--- src/pkg/eprgm_map.vh ---
// Constants for the EPROM program control block
// Assumes an 8-bit CPU bus with 16-bit addresses
`ifndef EPRGM_MAP_VH
`define EPRGM_MAP_VH
`define EPRGM_CTRL_ADDR 16'h001E
`define EPRGM_CTRL_RESET 8'h00
`define EPRGM_LAT_BIT 1
`define EPRGM_PWR_BIT 0
`define EPRGM_BOOT_LO 16'h1E00
`define EPRGM_BOOT_HI 16'h1FEF
`define EPRGM_ARR_LO 16'h1000
`define EPRGM_ARR_HI 16'h1FFF
`define EPRGM_BYTE_TIME_US 1000
`define EPRGM_CLK_MHZ 250
`define EPRGM_BLANK 8'hFF
`endif

--- src/rtl/eprgm_sync.v ---
// Two-flop synchroniser for a pin level
// Assumes the input is asynchronous to mclk
`timescale 1ns/1ps
module eprgm_sync (
	// Clock and reset
	input wire mclk,
	input wire rstn,
	// Pin level in and synchronised out
	input wire din,
	output reg dout
);
	reg meta_q;
	always @(posedge mclk) begin
		if (!rstn) begin
			meta_q <= 1'b0;
			dout <= 1'b0;
		end else begin
			meta_q <= din;
			dout <= meta_q;
		end
	end
endmodule // eprgm_sync

--- src/rtl/eprgm_ctrl.v ---
// EPROM program control register, latches and bootloader entry detect
// Assumes a CPU bus with one-cycle read/write strobes on mclk
// Notes on behaviour
// RULE1: Boot mode at reset release on pin levels
// RULE2: Boot routine occupies ROM 1E00 to 1FEF
// RULE3: Boot source is an external EPROM only
// RULE4: Boot makes one 1ms pass, then verifies
// RULE5: Control register decoded at address 001E
// RULE6: Eight bits, latch bit1, power bit0, reset zero
// RULE7: Latch bit clear gives normal array reads
// RULE8: Latch bit set captures write address, data; code captures only while power bit is clear
// RULE9: Latch bit set blocks array read data
// RULE10: Software sets latch only with supply present
// RULE11: Power bit switches programming power on, off
// RULE12: Power bit forced low without latch bit
// RULE13: Software follows the byte programming order
// RULE14: Power and latch cleared by separate writes
// RULE15: Power pulse lasts about 1ms per byte
// RULE16: Reserved bits read zero, ignore writes
`timescale 1ns/1ps
`include "eprgm_map.vh"
module eprgm_ctrl #(
	parameter integer BYTE_CYCLES = `EPRGM_BYTE_TIME_US * `EPRGM_CLK_MHZ
) (
	// Clock and reset
	input wire mclk,
	input wire rstn,
	// CPU bus
	input wire [15:0] cpu_addr,
	input wire [7:0] cpu_wdata,
	input wire cpu_wr,
	input wire cpu_rd,
	output reg [7:0] cpu_rdata,
	// EPROM array side
	input wire [7:0] arr_rdata,
	output reg [15:0] arr_addr,
	output reg [7:0] arr_wdata,
	output reg arr_prog_mode,
	output reg arr_prog_power,
	// Bootloader entry pins and status
	input wire supply_pin_at_test_level,
	input wire port_b_bit0_keyboard_pin,
	output reg boot_mode,
	output reg pulse_done
);
	reg lat_q;
	reg pwr_q;
	reg [1:0] boot_state_q;
	reg [1:0] boot_state_d;
	reg [31:0] pulse_cnt_q;
	reg [31:0] pulse_cnt_d;
	reg pulse_done_d;
	reg [15:0] arr_addr_d;
	reg [7:0] arr_wdata_d;
	reg [7:0] rdata_d;
	wire boot_hit;
	wire arr_rd_ok;
	wire entry_pins_ok;

	// Bootloader entry states
	localparam [1:0] BOOT_SETTLE0 = 2'h0;
	localparam [1:0] BOOT_SETTLE1 = 2'h1;
	localparam [1:0] BOOT_SAMPLE = 2'h2;
	localparam [1:0] BOOT_DONE = 2'h3;
	wire tst_s;
	wire kb_s;
	wire ctrl_hit;
	wire arr_hit;

	eprgm_sync u_sync_tst (
		.mclk(mclk),
		.rstn(rstn),
		.din(supply_pin_at_test_level),
		.dout(tst_s)
	);
	eprgm_sync u_sync_kb (
		.mclk(mclk),
		.rstn(rstn),
		.din(port_b_bit0_keyboard_pin),
		.dout(kb_s)
	);

	function in_range;
		input [15:0] a;
		input [15:0] lo;
		input [15:0] hi;
		begin
			in_range = (a >= lo) && (a <= hi);
		end
	endfunction

	assign ctrl_hit = (cpu_addr == `EPRGM_CTRL_ADDR); // RULE5
	assign boot_hit = in_range(cpu_addr, `EPRGM_BOOT_LO, `EPRGM_BOOT_HI);
	assign arr_hit = in_range(cpu_addr, `EPRGM_ARR_LO, `EPRGM_ARR_HI) && !boot_hit; // RULE2
	assign arr_rd_ok = cpu_rd && arr_hit;
	assign entry_pins_ok = tst_s && kb_s; // RULE1

	// Control register
	always @(posedge mclk) begin
		if (!rstn) begin
			lat_q <= 1'b0; // RULE6
			pwr_q <= 1'b0;
			arr_prog_mode <= 1'b0;
			arr_prog_power <= 1'b0;
		end else if (cpu_wr && ctrl_hit) begin
			lat_q <= cpu_wdata[`EPRGM_LAT_BIT];
			pwr_q <= cpu_wdata[`EPRGM_PWR_BIT] & cpu_wdata[`EPRGM_LAT_BIT]; // RULE12
			arr_prog_mode <= cpu_wdata[`EPRGM_LAT_BIT]; // RULE9
			arr_prog_power <= cpu_wdata[`EPRGM_PWR_BIT] & cpu_wdata[`EPRGM_LAT_BIT]; // RULE11
		end
	end

	// Address and data latch next value
	always @* begin
		arr_addr_d = arr_addr;
		arr_wdata_d = arr_wdata;
		if (lat_q && cpu_wr && arr_hit && !pwr_q) begin
			arr_addr_d = cpu_addr; // RULE8
			arr_wdata_d = cpu_wdata;
		end else if (!lat_q) begin
			arr_addr_d = cpu_addr; // RULE7
		end
	end

	// Address and data latches for programming
	always @(posedge mclk) begin
		if (!rstn) begin
			arr_addr <= 16'h0000;
			arr_wdata <= 8'h00;
		end else begin
			arr_addr <= arr_addr_d;
			arr_wdata <= arr_wdata_d;
		end
	end

	// Read data select, array contents hidden while latching
	always @* begin
		rdata_d = 8'h00;
		if (cpu_rd && ctrl_hit) begin
			rdata_d = {6'h00, lat_q, pwr_q}; // RULE16
		end else if (arr_rd_ok && !lat_q) begin
			rdata_d = arr_rdata; // RULE7
		end else if (arr_rd_ok) begin
			rdata_d = `EPRGM_BLANK; // RULE9
		end
	end

	// Registered read data
	always @(posedge mclk) begin
		if (!rstn) begin
			cpu_rdata <= 8'h00;
		end else begin
			cpu_rdata <= rdata_d;
		end
	end

	// Programming pulse timer next value
	always @* begin
		pulse_cnt_d = pulse_cnt_q;
		pulse_done_d = pulse_done;
		if (!pwr_q) begin
			pulse_cnt_d = 32'h0000_0000;
			pulse_done_d = 1'b0;
		end else if (pulse_cnt_q < BYTE_CYCLES - 1) begin
			pulse_cnt_d = pulse_cnt_q + 32'h0000_0001; // RULE15 RULE4
		end else begin
			pulse_done_d = 1'b1;
		end
	end

	// Programming pulse timer, status only
	always @(posedge mclk) begin
		if (!rstn) begin
			pulse_cnt_q <= 32'h0000_0000;
			pulse_done <= 1'b0;
		end else begin
			pulse_cnt_q <= pulse_cnt_d;
			pulse_done <= pulse_done_d;
		end
	end

	// Boot entry waits for both synchroniser stages to fill
	always @* begin
		boot_state_d = boot_state_q;
		case (boot_state_q)
			BOOT_SETTLE0: begin
				boot_state_d = BOOT_SETTLE1;
			end
			BOOT_SETTLE1: begin
				boot_state_d = BOOT_SAMPLE;
			end
			BOOT_SAMPLE: begin
				boot_state_d = BOOT_DONE;
			end
			BOOT_DONE: begin
				boot_state_d = BOOT_DONE;
			end
			default: begin
				boot_state_d = BOOT_SETTLE0;
			end
		endcase
	end

	// Pin levels sampled once, as seen at reset release
	always @(posedge mclk) begin
		if (!rstn) begin
			boot_state_q <= BOOT_SETTLE0;
			boot_mode <= 1'b0;
		end else begin
			boot_state_q <= boot_state_d;
			if (boot_state_q == BOOT_SAMPLE) begin
				boot_mode <= entry_pins_ok; // RULE1 RULE3
			end
		end
	end
endmodule // eprgm_ctrl

--- config.mk ---
export PLATFORM = sky130hd
export DESIGN_NAME = eprgm_ctrl
export DESIGN_NICKNAME = d
export VERILOG_FILES = /design/src/rtl/eprgm_sync.v /design/src/rtl/eprgm_ctrl.v
export VERILOG_INCLUDE_DIRS = /design/src /design/src/pkg
export SDC_FILE = /design/constraint.sdc
export NUM_CORES = 1
export LEC_CHECK = 0
export BUFFER_PORTS_ARGS = -buffer_cell sky130_fd_sc_hd__buf_2
export CAP_MARGIN = 20
export CORE_UTILIZATION = 52
export CTS_CLUSTER_DIAMETER = 80
export DETAILED_ROUTE_END_ITERATION = 8
export GPL_TIMING_DRIVEN = 0
export PLACE_DENSITY = 0.79
export SYNTH_ARGS = -nofsm -noshare
export SYNTH_HDL_FRONTEND = slang
export SYNTH_SLANG_ARGS = --single-unit
--- constraint.sdc ---
create_clock -name mclk -period 2.1 [get_ports mclk]
set_input_delay 0.42 -clock mclk [delete_from_list [all_inputs] [get_ports mclk]]
set_output_delay 0.42 -clock mclk [all_outputs]
set_load 0.005 [all_outputs]
==> flow_summary.yaml, run 1 <==
yosys:
  synth_seq_cells: 74
  synthArstFlopShare_pct: 0
  netlist_area_mm2: 0.00284
  synth_edf_count: 0
  syn_inst: 317
  yosysSeqAreaShare_pct: 52.1
  yosys_warnings: 0
  syn_avg_cell_area_um2: 8.97
  syn_nets: 356
  synthDistinctLibCells: 38
  synth_ff_type: "dfxtp_1"
sta:
  hold_ws_ps: 271
  min_period_ps: 1990
  rsz0062_at_grt: "no"
  worst_pin_slew_ps: 485
  slew_headroom_pct: 67.6
  period_share_pct: 94.9
  timing.final.hold_violations: 0
  max_freq_mhz: 502
  finalSetupViolCount: 0
  fin_worst_skew_ps: 12.0
  drv_slew: 0
  tns_ps: 0
  worst_slack_ps: 107
global_route:
  grt_max_degree: 14
  grt_pass1_vias: 2493
  gr-usage-all-layers_pct: 23.8
  met2_usage_pct: 39.2
  use_met3_pct: 6.99
  antenna_found_initial: 0
  grt.busiest_layer: "met2"
  grt-ovfl-total: 0
  grt_pass1_wl_um: 11100
  met1_usage_pct: 28.8
setup_path:
  cp-startpoint: "pulse_cnt_q[22]$_SDFFE_PN0N_"
  r2r-end: "pulse_cnt_q[16]$_SDFFE_PN0N_"
  critPathRequiredTime_ps: 2370
  worstSetupEndpointType: "flip-flop"
  rrSetupSlack_ps: 110
  worstSetupPathType: "reg2reg"
  crit_fanout: 10
  startpoint_type: "flip-flop"
  r2r_cells: 6
  cp_data_arrival_time_ps: 2260
  timing.rr.start: "pulse_cnt_q[22]$_SDFFE_PN0N_"
floorplanning:
  die_x_um: 76.0
  coreArea_mm2: 0.00517
  die_h_um: 76.0
  ios: 74
  die_area_mm2: 0.00577
  start_util_pct: 55.0
  rows: 26
finish:
  layout_commonest_cell: "buf_2"
  n_antenna_cell: 0
  area_growth_pct: 23.3
  drive_gt1_share_pct: 25.1
  most-common-layout-cells: "75 x buf_2, 73 x dfxtp_1, 35 x nand2_1"
  layout.nets: 440
worst_hold_path:
  hp-class: "in2reg"
  holdPathEnd: "cpu_rdata[7]$_SDFF_PP0_"
  whs_path_depth: 2
  hold_path.startpoint: "arr_rdata[7]"
placed_design:
  detailed_place_hpwl_um: 4610
  numPortBuffers: 73
  gp_congestion: 0.900
  pre_cts_ws_ps: 127
route:
  drc: 0
  final_antenna_net_count: 0
  via_per_inst: 5.53
  wire_per_inst_um: 13.5
  dr.pass1.iters: 4
  drt_iter0_markers: 139
  num_vias: 2631
  drt-total-wl_um: 6420
power:
  irDropWorstVdd_mv: 0.647
  p_leak_nw: 1.50
  power_switching_w: 0.000609
  power.share.switching_pct: 22.8
  p_int_w: 0.00207
  p_clk_share_pct: 41.7
  p_per_area_mw_per_mm2: 764
  p_comb_share_pct: 4.6
  power.total_w: 0.00268
  seq_power_share_pct: 53.7
clock_network:
  clk_pin_slew_ps: 80
  htreeDepth: 3
  cts_sinks: 74
  worstSkewPairLatency_ps: 340
  root_buffer: "clkbuf_8"
  post-cts-setup-buffer-count: 0
  numCtsBuffers: 9
  cts_tree: "built"
  cts_buffer_depth: 2
run:
  maxCapViolCount: 0
run_status:
  status: "complete, no violations"
[worst max path at each step]
stage | endpoint | slack (ps) | cells after the start
6_report | pulse_cnt_q[16]$_SDFFE_PN0N_ | 110 | 6
3_5_place_dp | arr_wdata[6]$_SDFFE_PN0P_ | 130 | 7
2_1_floorplan | pulse_cnt_q[16]$_SDFFE_PN0N_ | 350 | 7
3_3_place_gp | pulse_cnt_q[1]$_SDFFE_PN0N_ | 160 | 8
4_1_cts | pulse_cnt_q[1]$_SDFFE_PN0N_ | 120 | 8
5_1_grt | pulse_cnt_q[8]$_SDFFE_PN0N_ | 4 | 7
[worst max-delay path, stage by stage (launching register included)]
cell,delay (ps)
dfxtp_1,320
nor4_1,330
and4_1,340
o211ai_4,130
buf_6,160
or4_1,490
a21oi_1,150
[stage by stage]
stage          cell area [um2]  utilization [%]  cells
4_1_cts                   3500             67.7    476
5_1_grt                   3510             67.8    476
6_report                  3510             67.8    476
2_1_floorplan             2840                -    317
3_3_place_gp              3300             63.7    460
3_5_place_dp              3300             63.7    460
[layout make-up]
cell class | instances | area, um2
plain buffers | 21 | 92.6
clock buffers | 10 | 138
clock inverters | 6 | 65.1
fillers | 429 | 1670
inverters | 6 | 22.5
multi-input cells | 216 | 1250
flip-flops and latches | 74 | 1480
well taps | 70 | 87.6
repair buffers | 73 | 365
[Yosys cell counts (all sizes together), types with 5 or more instances]
master | n | area, um2
nand2 | 35 | 131
o21a | 7 | 52.6
and3 | 19 | 120
nand4 | 9 | 56.3
a21oi | 15 | 75.1
inv | 6 | 22.5
nor2 | 10 | 37.5
nand3 | 28 | 140
buf | 6 | 33.8
o21ai | 29 | 145
nor4 | 5 | 31.3
or4 | 6 | 45.0
o31ai | 7 | 52.6
and2 | 9 | 56.3
clkbuf | 15 | 56.3
dfxtp | 74 | 1480
and4 | 5 | 43.8
[power by group through the flow]
| stage | clock network, W | registers, W | logic (W) |
|---|---|---|---|
| detailed placement | 0 | 0.00147 | 0.000122 |
| global placement | 0 | 0.00147 | 0.000120 |
| finish | 0.00112 | 0.00144 | 0.000123 |
| global route | 0.00119 | 0.00144 | 0.000138 |
| CTS | 0.00113 | 0.00144 | 0.000124 |
| floorplan | 0 | 0.00147 | 0.0000490 |
[state kept, by name (all words and copies together) (netlist names)]
| name | count |
|---|---|
| pulse_done | 1 |
| pulse_cnt_q | 32 |
| u_sync_tst.dout | 1 |
| u_sync_kb.dout | 1 |
| lat_q | 1 |
| u_sync_tst.meta_q | 1 |
| arr_addr | 16 |
| pwr_q | 1 |
| boot_mode | 1 |
| arr_wdata | 8 |
| u_sync_kb.meta_q | 1 |
| cpu_rdata | 8 |
| boot_state_q | 2 |
[kinds of logic after synthesis]
kind of cell,share of synthesized area [%]
adder cells (fa/ha/maj),0.440
buffers and inverters,3.96
AO/OA/AOI/OAI,16.1
XOR/XNOR,0.616
multiplexers,0.704
AND/OR/NAND/NOR,26.0
flip-flops,52.1
[metal layers]
layer	part of all wire [%]	vias to the layer above	routed length, um
met1	43	1227	2780
met3	6.8	13	435
met4	2.2	0	138
met2	48	79	3070
met5	0	-	0
li1	-	1312	-
[what timing repair did]
action | 4_1_cts | 5_1_grt
hold buffers | 0 | 0
setup endpoints to repair | 0 | 4
resized for setup | 0 | 3
Note: power is estimated with default switching activity, not from simulation.
==> run 2, diff against run 1 <==
--- a/config.mk
+++ b/config.mk
@@ -7,12 +7,11 @@
 export NUM_CORES = 1
 export LEC_CHECK = 0
 export BUFFER_PORTS_ARGS = -buffer_cell sky130_fd_sc_hd__buf_2
-export CAP_MARGIN = 20
-export CORE_UTILIZATION = 52
+export CORE_UTILIZATION = 45
 export CTS_CLUSTER_DIAMETER = 80
 export DETAILED_ROUTE_END_ITERATION = 8
 export GPL_TIMING_DRIVEN = 0
-export PLACE_DENSITY = 0.79
+export PLACE_DENSITY = 0.7
 export SYNTH_ARGS = -nofsm -noshare
 export SYNTH_HDL_FRONTEND = slang
 export SYNTH_SLANG_ARGS = --single-unit
==> run 2 against run 1 <==
  * Power is essentially flat
  * Fmax grew 2.5%
  * Sequential power hardly changed
  * Die area increased by 15%
  * Hold slack improved by 0.50 ps
  * Cell count grew 1.1%
  * Clock skew shrank 4.1 ps
  * Worst setup slack improved by 48 ps
  * Largest cell class unchanged
  * Largest power group unchanged
  * Highest routed layer unchanged
==> flow_summary.yaml, run 2 (synthesis results as in run 1) <==
run_status:
  status: "complete, no violations"
clock_network:
  clk_pin_slew_ps: 80
  htreeDepth: 3
  worstSkewPairLatency_ps: 340
  cts_sinks: 74
  cts_hold_buf: 0
  root_buffer: "clkbuf_8"
  cts_tree: "built"
  numCtsBuffers: 9
  cts_buffer_depth: 2
sta:
  min_period_ps: 1950
  slew_headroom_pct: 69.4
  worst_pin_slew_ps: 459
  timing.final.hold_violations: 0
  fin_worst_skew_ps: 7.93
  period_share_pct: 92.6
  rsz0062_at_grt: "no"
  drv_slew: 0
  tns_ps: 0
  max_freq_mhz: 514
  finalSetupViolCount: 0
floorplanning:
  start_util_pct: 47.2
  die_area_mm2: 0.00664
  rows: 28
  ios: 74
  coreArea_mm2: 0.00603
  die_x_um: 81.5
  die_h_um: 81.5
run:
  maxCapViolCount: 0
setup_path:
  worstSetupPathType: "reg2reg"
  r2r-end: "pulse_cnt_q[1]$_SDFFE_PN0N_"
  cp-startpoint: "pulse_cnt_q[0]$_SDFFE_PN0N_"
  crit_fanout: 10
  rrSetupSlack_ps: 150
  cp_data_arrival_time_ps: 2170
  r2r_cells: 8
  startpoint_type: "flip-flop"
  cp_slowest_cell: "dfxtp_1"
  worstSetupEndpointType: "flip-flop"
  cp_cell_sequence: "ha_1 > nand4_1 > and3_2 > o211ai_4 > buf_6 > clkbuf_4 > mux2i_1 > nor2_1"
  timing.rr.start: "pulse_cnt_q[0]$_SDFFE_PN0N_"
  slowest_delay_ps: 380
  cp.buffers_inverters: 2
  critPathRequiredTime_ps: 2320
  crit_family: "simple AND/OR/NAND/NOR gates"
global_route:
  antenna_found_initial: 0
  grt-ovfl-total: 0
  grt_pass1_wl_um: 11000
  grt_pass1_vias: 2436
  grt_max_degree: 14
  gr-usage-all-layers_pct: 21.5
route:
  wire_per_inst_um: 13.4
  dr.pass1.iters: 4
  drc: 0
  drt-total-wl_um: 6450
  num_vias: 2568
  final_antenna_net_count: 0
  drt_iter0_markers: 169
  via_per_inst: 5.34
finish:
  reg.largest.list: "pulse_cnt_q x32, arr_addr x16"
  layout_commonest_cell: "buf_2"
  area_growth_pct: 23.6
  layout.nets: 440
  largest_register_ff_count: 32
  drive_gt1_share_pct: 24.9
  finalInstanceArea_mm2: 0.00352
  regMostFlops: "pulse_cnt_q"
  n_antenna_cell: 0
  most-common-layout-cells: "75 x buf_2, 74 x dfxtp_1, 35 x nand2_1"
  final_cells: 481
placed_design:
  detailed_place_hpwl_um: 4650
  numPortBuffers: 73
  dpl_cell_area_mm2: 0.00330
  dp.cells: 465
  gp_congestion: 0.856
worst_hold_path:
  hold_path.startpoint: "arr_rdata[5]"
  holdPathEnd: "cpu_rdata[5]$_SDFF_PP0_"
  whs_path_depth: 2
  hp-class: "in2reg"
power:
  power.total_w: 0.00268
  p_per_area_mw_per_mm2: 761
  p_leak_nw: 1.50
  irDropWorstVdd_mv: 0.505
## run 2: cell count changes in the layout (fill, tap and decap cells not counted), sizes merged
cell,previous run,this run
inv,7,6
clkinvlp,1,3
clkinv,3,2
## run 2: metal layers
layer / vias up / GRT usage [%] / wire length, um
li1: 1309 / - / -
met1: 1191 / 26.7 / 2960
met2: 57 / 34.6 / 2990
met3: 11 / 6.11 / 385
met4: 0 / 9.11 / 112
met5: - / 0 / 0
## run 2: layout make-up
| type | instances | area [um2] |
|---|---|---|
| fill | 574 | 2510 |
| sequential | 74 | 1480 |
| multi-input combinational | 216 | 1260 |
| timing repair buffer | 73 | 365 |
| clock buffer | 10 | 138 |
| tap | 75 | 93.8 |
| buffer | 21 | 92.6 |
| clock inverter | 6 | 66.3 |
| inverter | 6 | 22.5 |
## run 2: where the power goes
group	switching [W]	total (W)	internal, W
registers	0.0000110	0.00144	0.00143
clock network	0.000534	0.00111	0.000581
logic	0.0000651	0.000124	0.0000585
total	0.000610	0.00268	0.00207
## run 2: how the worst max path moves through the flow
stage                     cells past startpoint  slack (ps)                           end
after floorplan                               7         350  pulse_cnt_q[16]$_SDFFE_PN0N_
after global placement                        8         150   pulse_cnt_q[1]$_SDFFE_PN0N_
after detailed placement                      7         100     arr_wdata[5]$_SDFFE_PN0P_
after CTS                                     8         110   pulse_cnt_q[1]$_SDFFE_PN0N_
after global routing                          8          20   pulse_cnt_q[1]$_SDFFE_PN0N_
final                                         8         150   pulse_cnt_q[1]$_SDFFE_PN0N_
## run 2: metrics by stage
stage	hold slack, ps	setup slack, ps	utilization [%]
after floorplan	412	355	-
after global routing	258	15.5	58.3
after global placement	419	147	54.8
after CTS	258	114	58.2
final	272	155	58.3
after detailed placement	422	101	54.8
## run 2: timing repair
item / in CTS / in global routing
setup buffers: 0 / 0
setup endpoints to repair: 0 / 4
gates resized for setup: 0 / 2
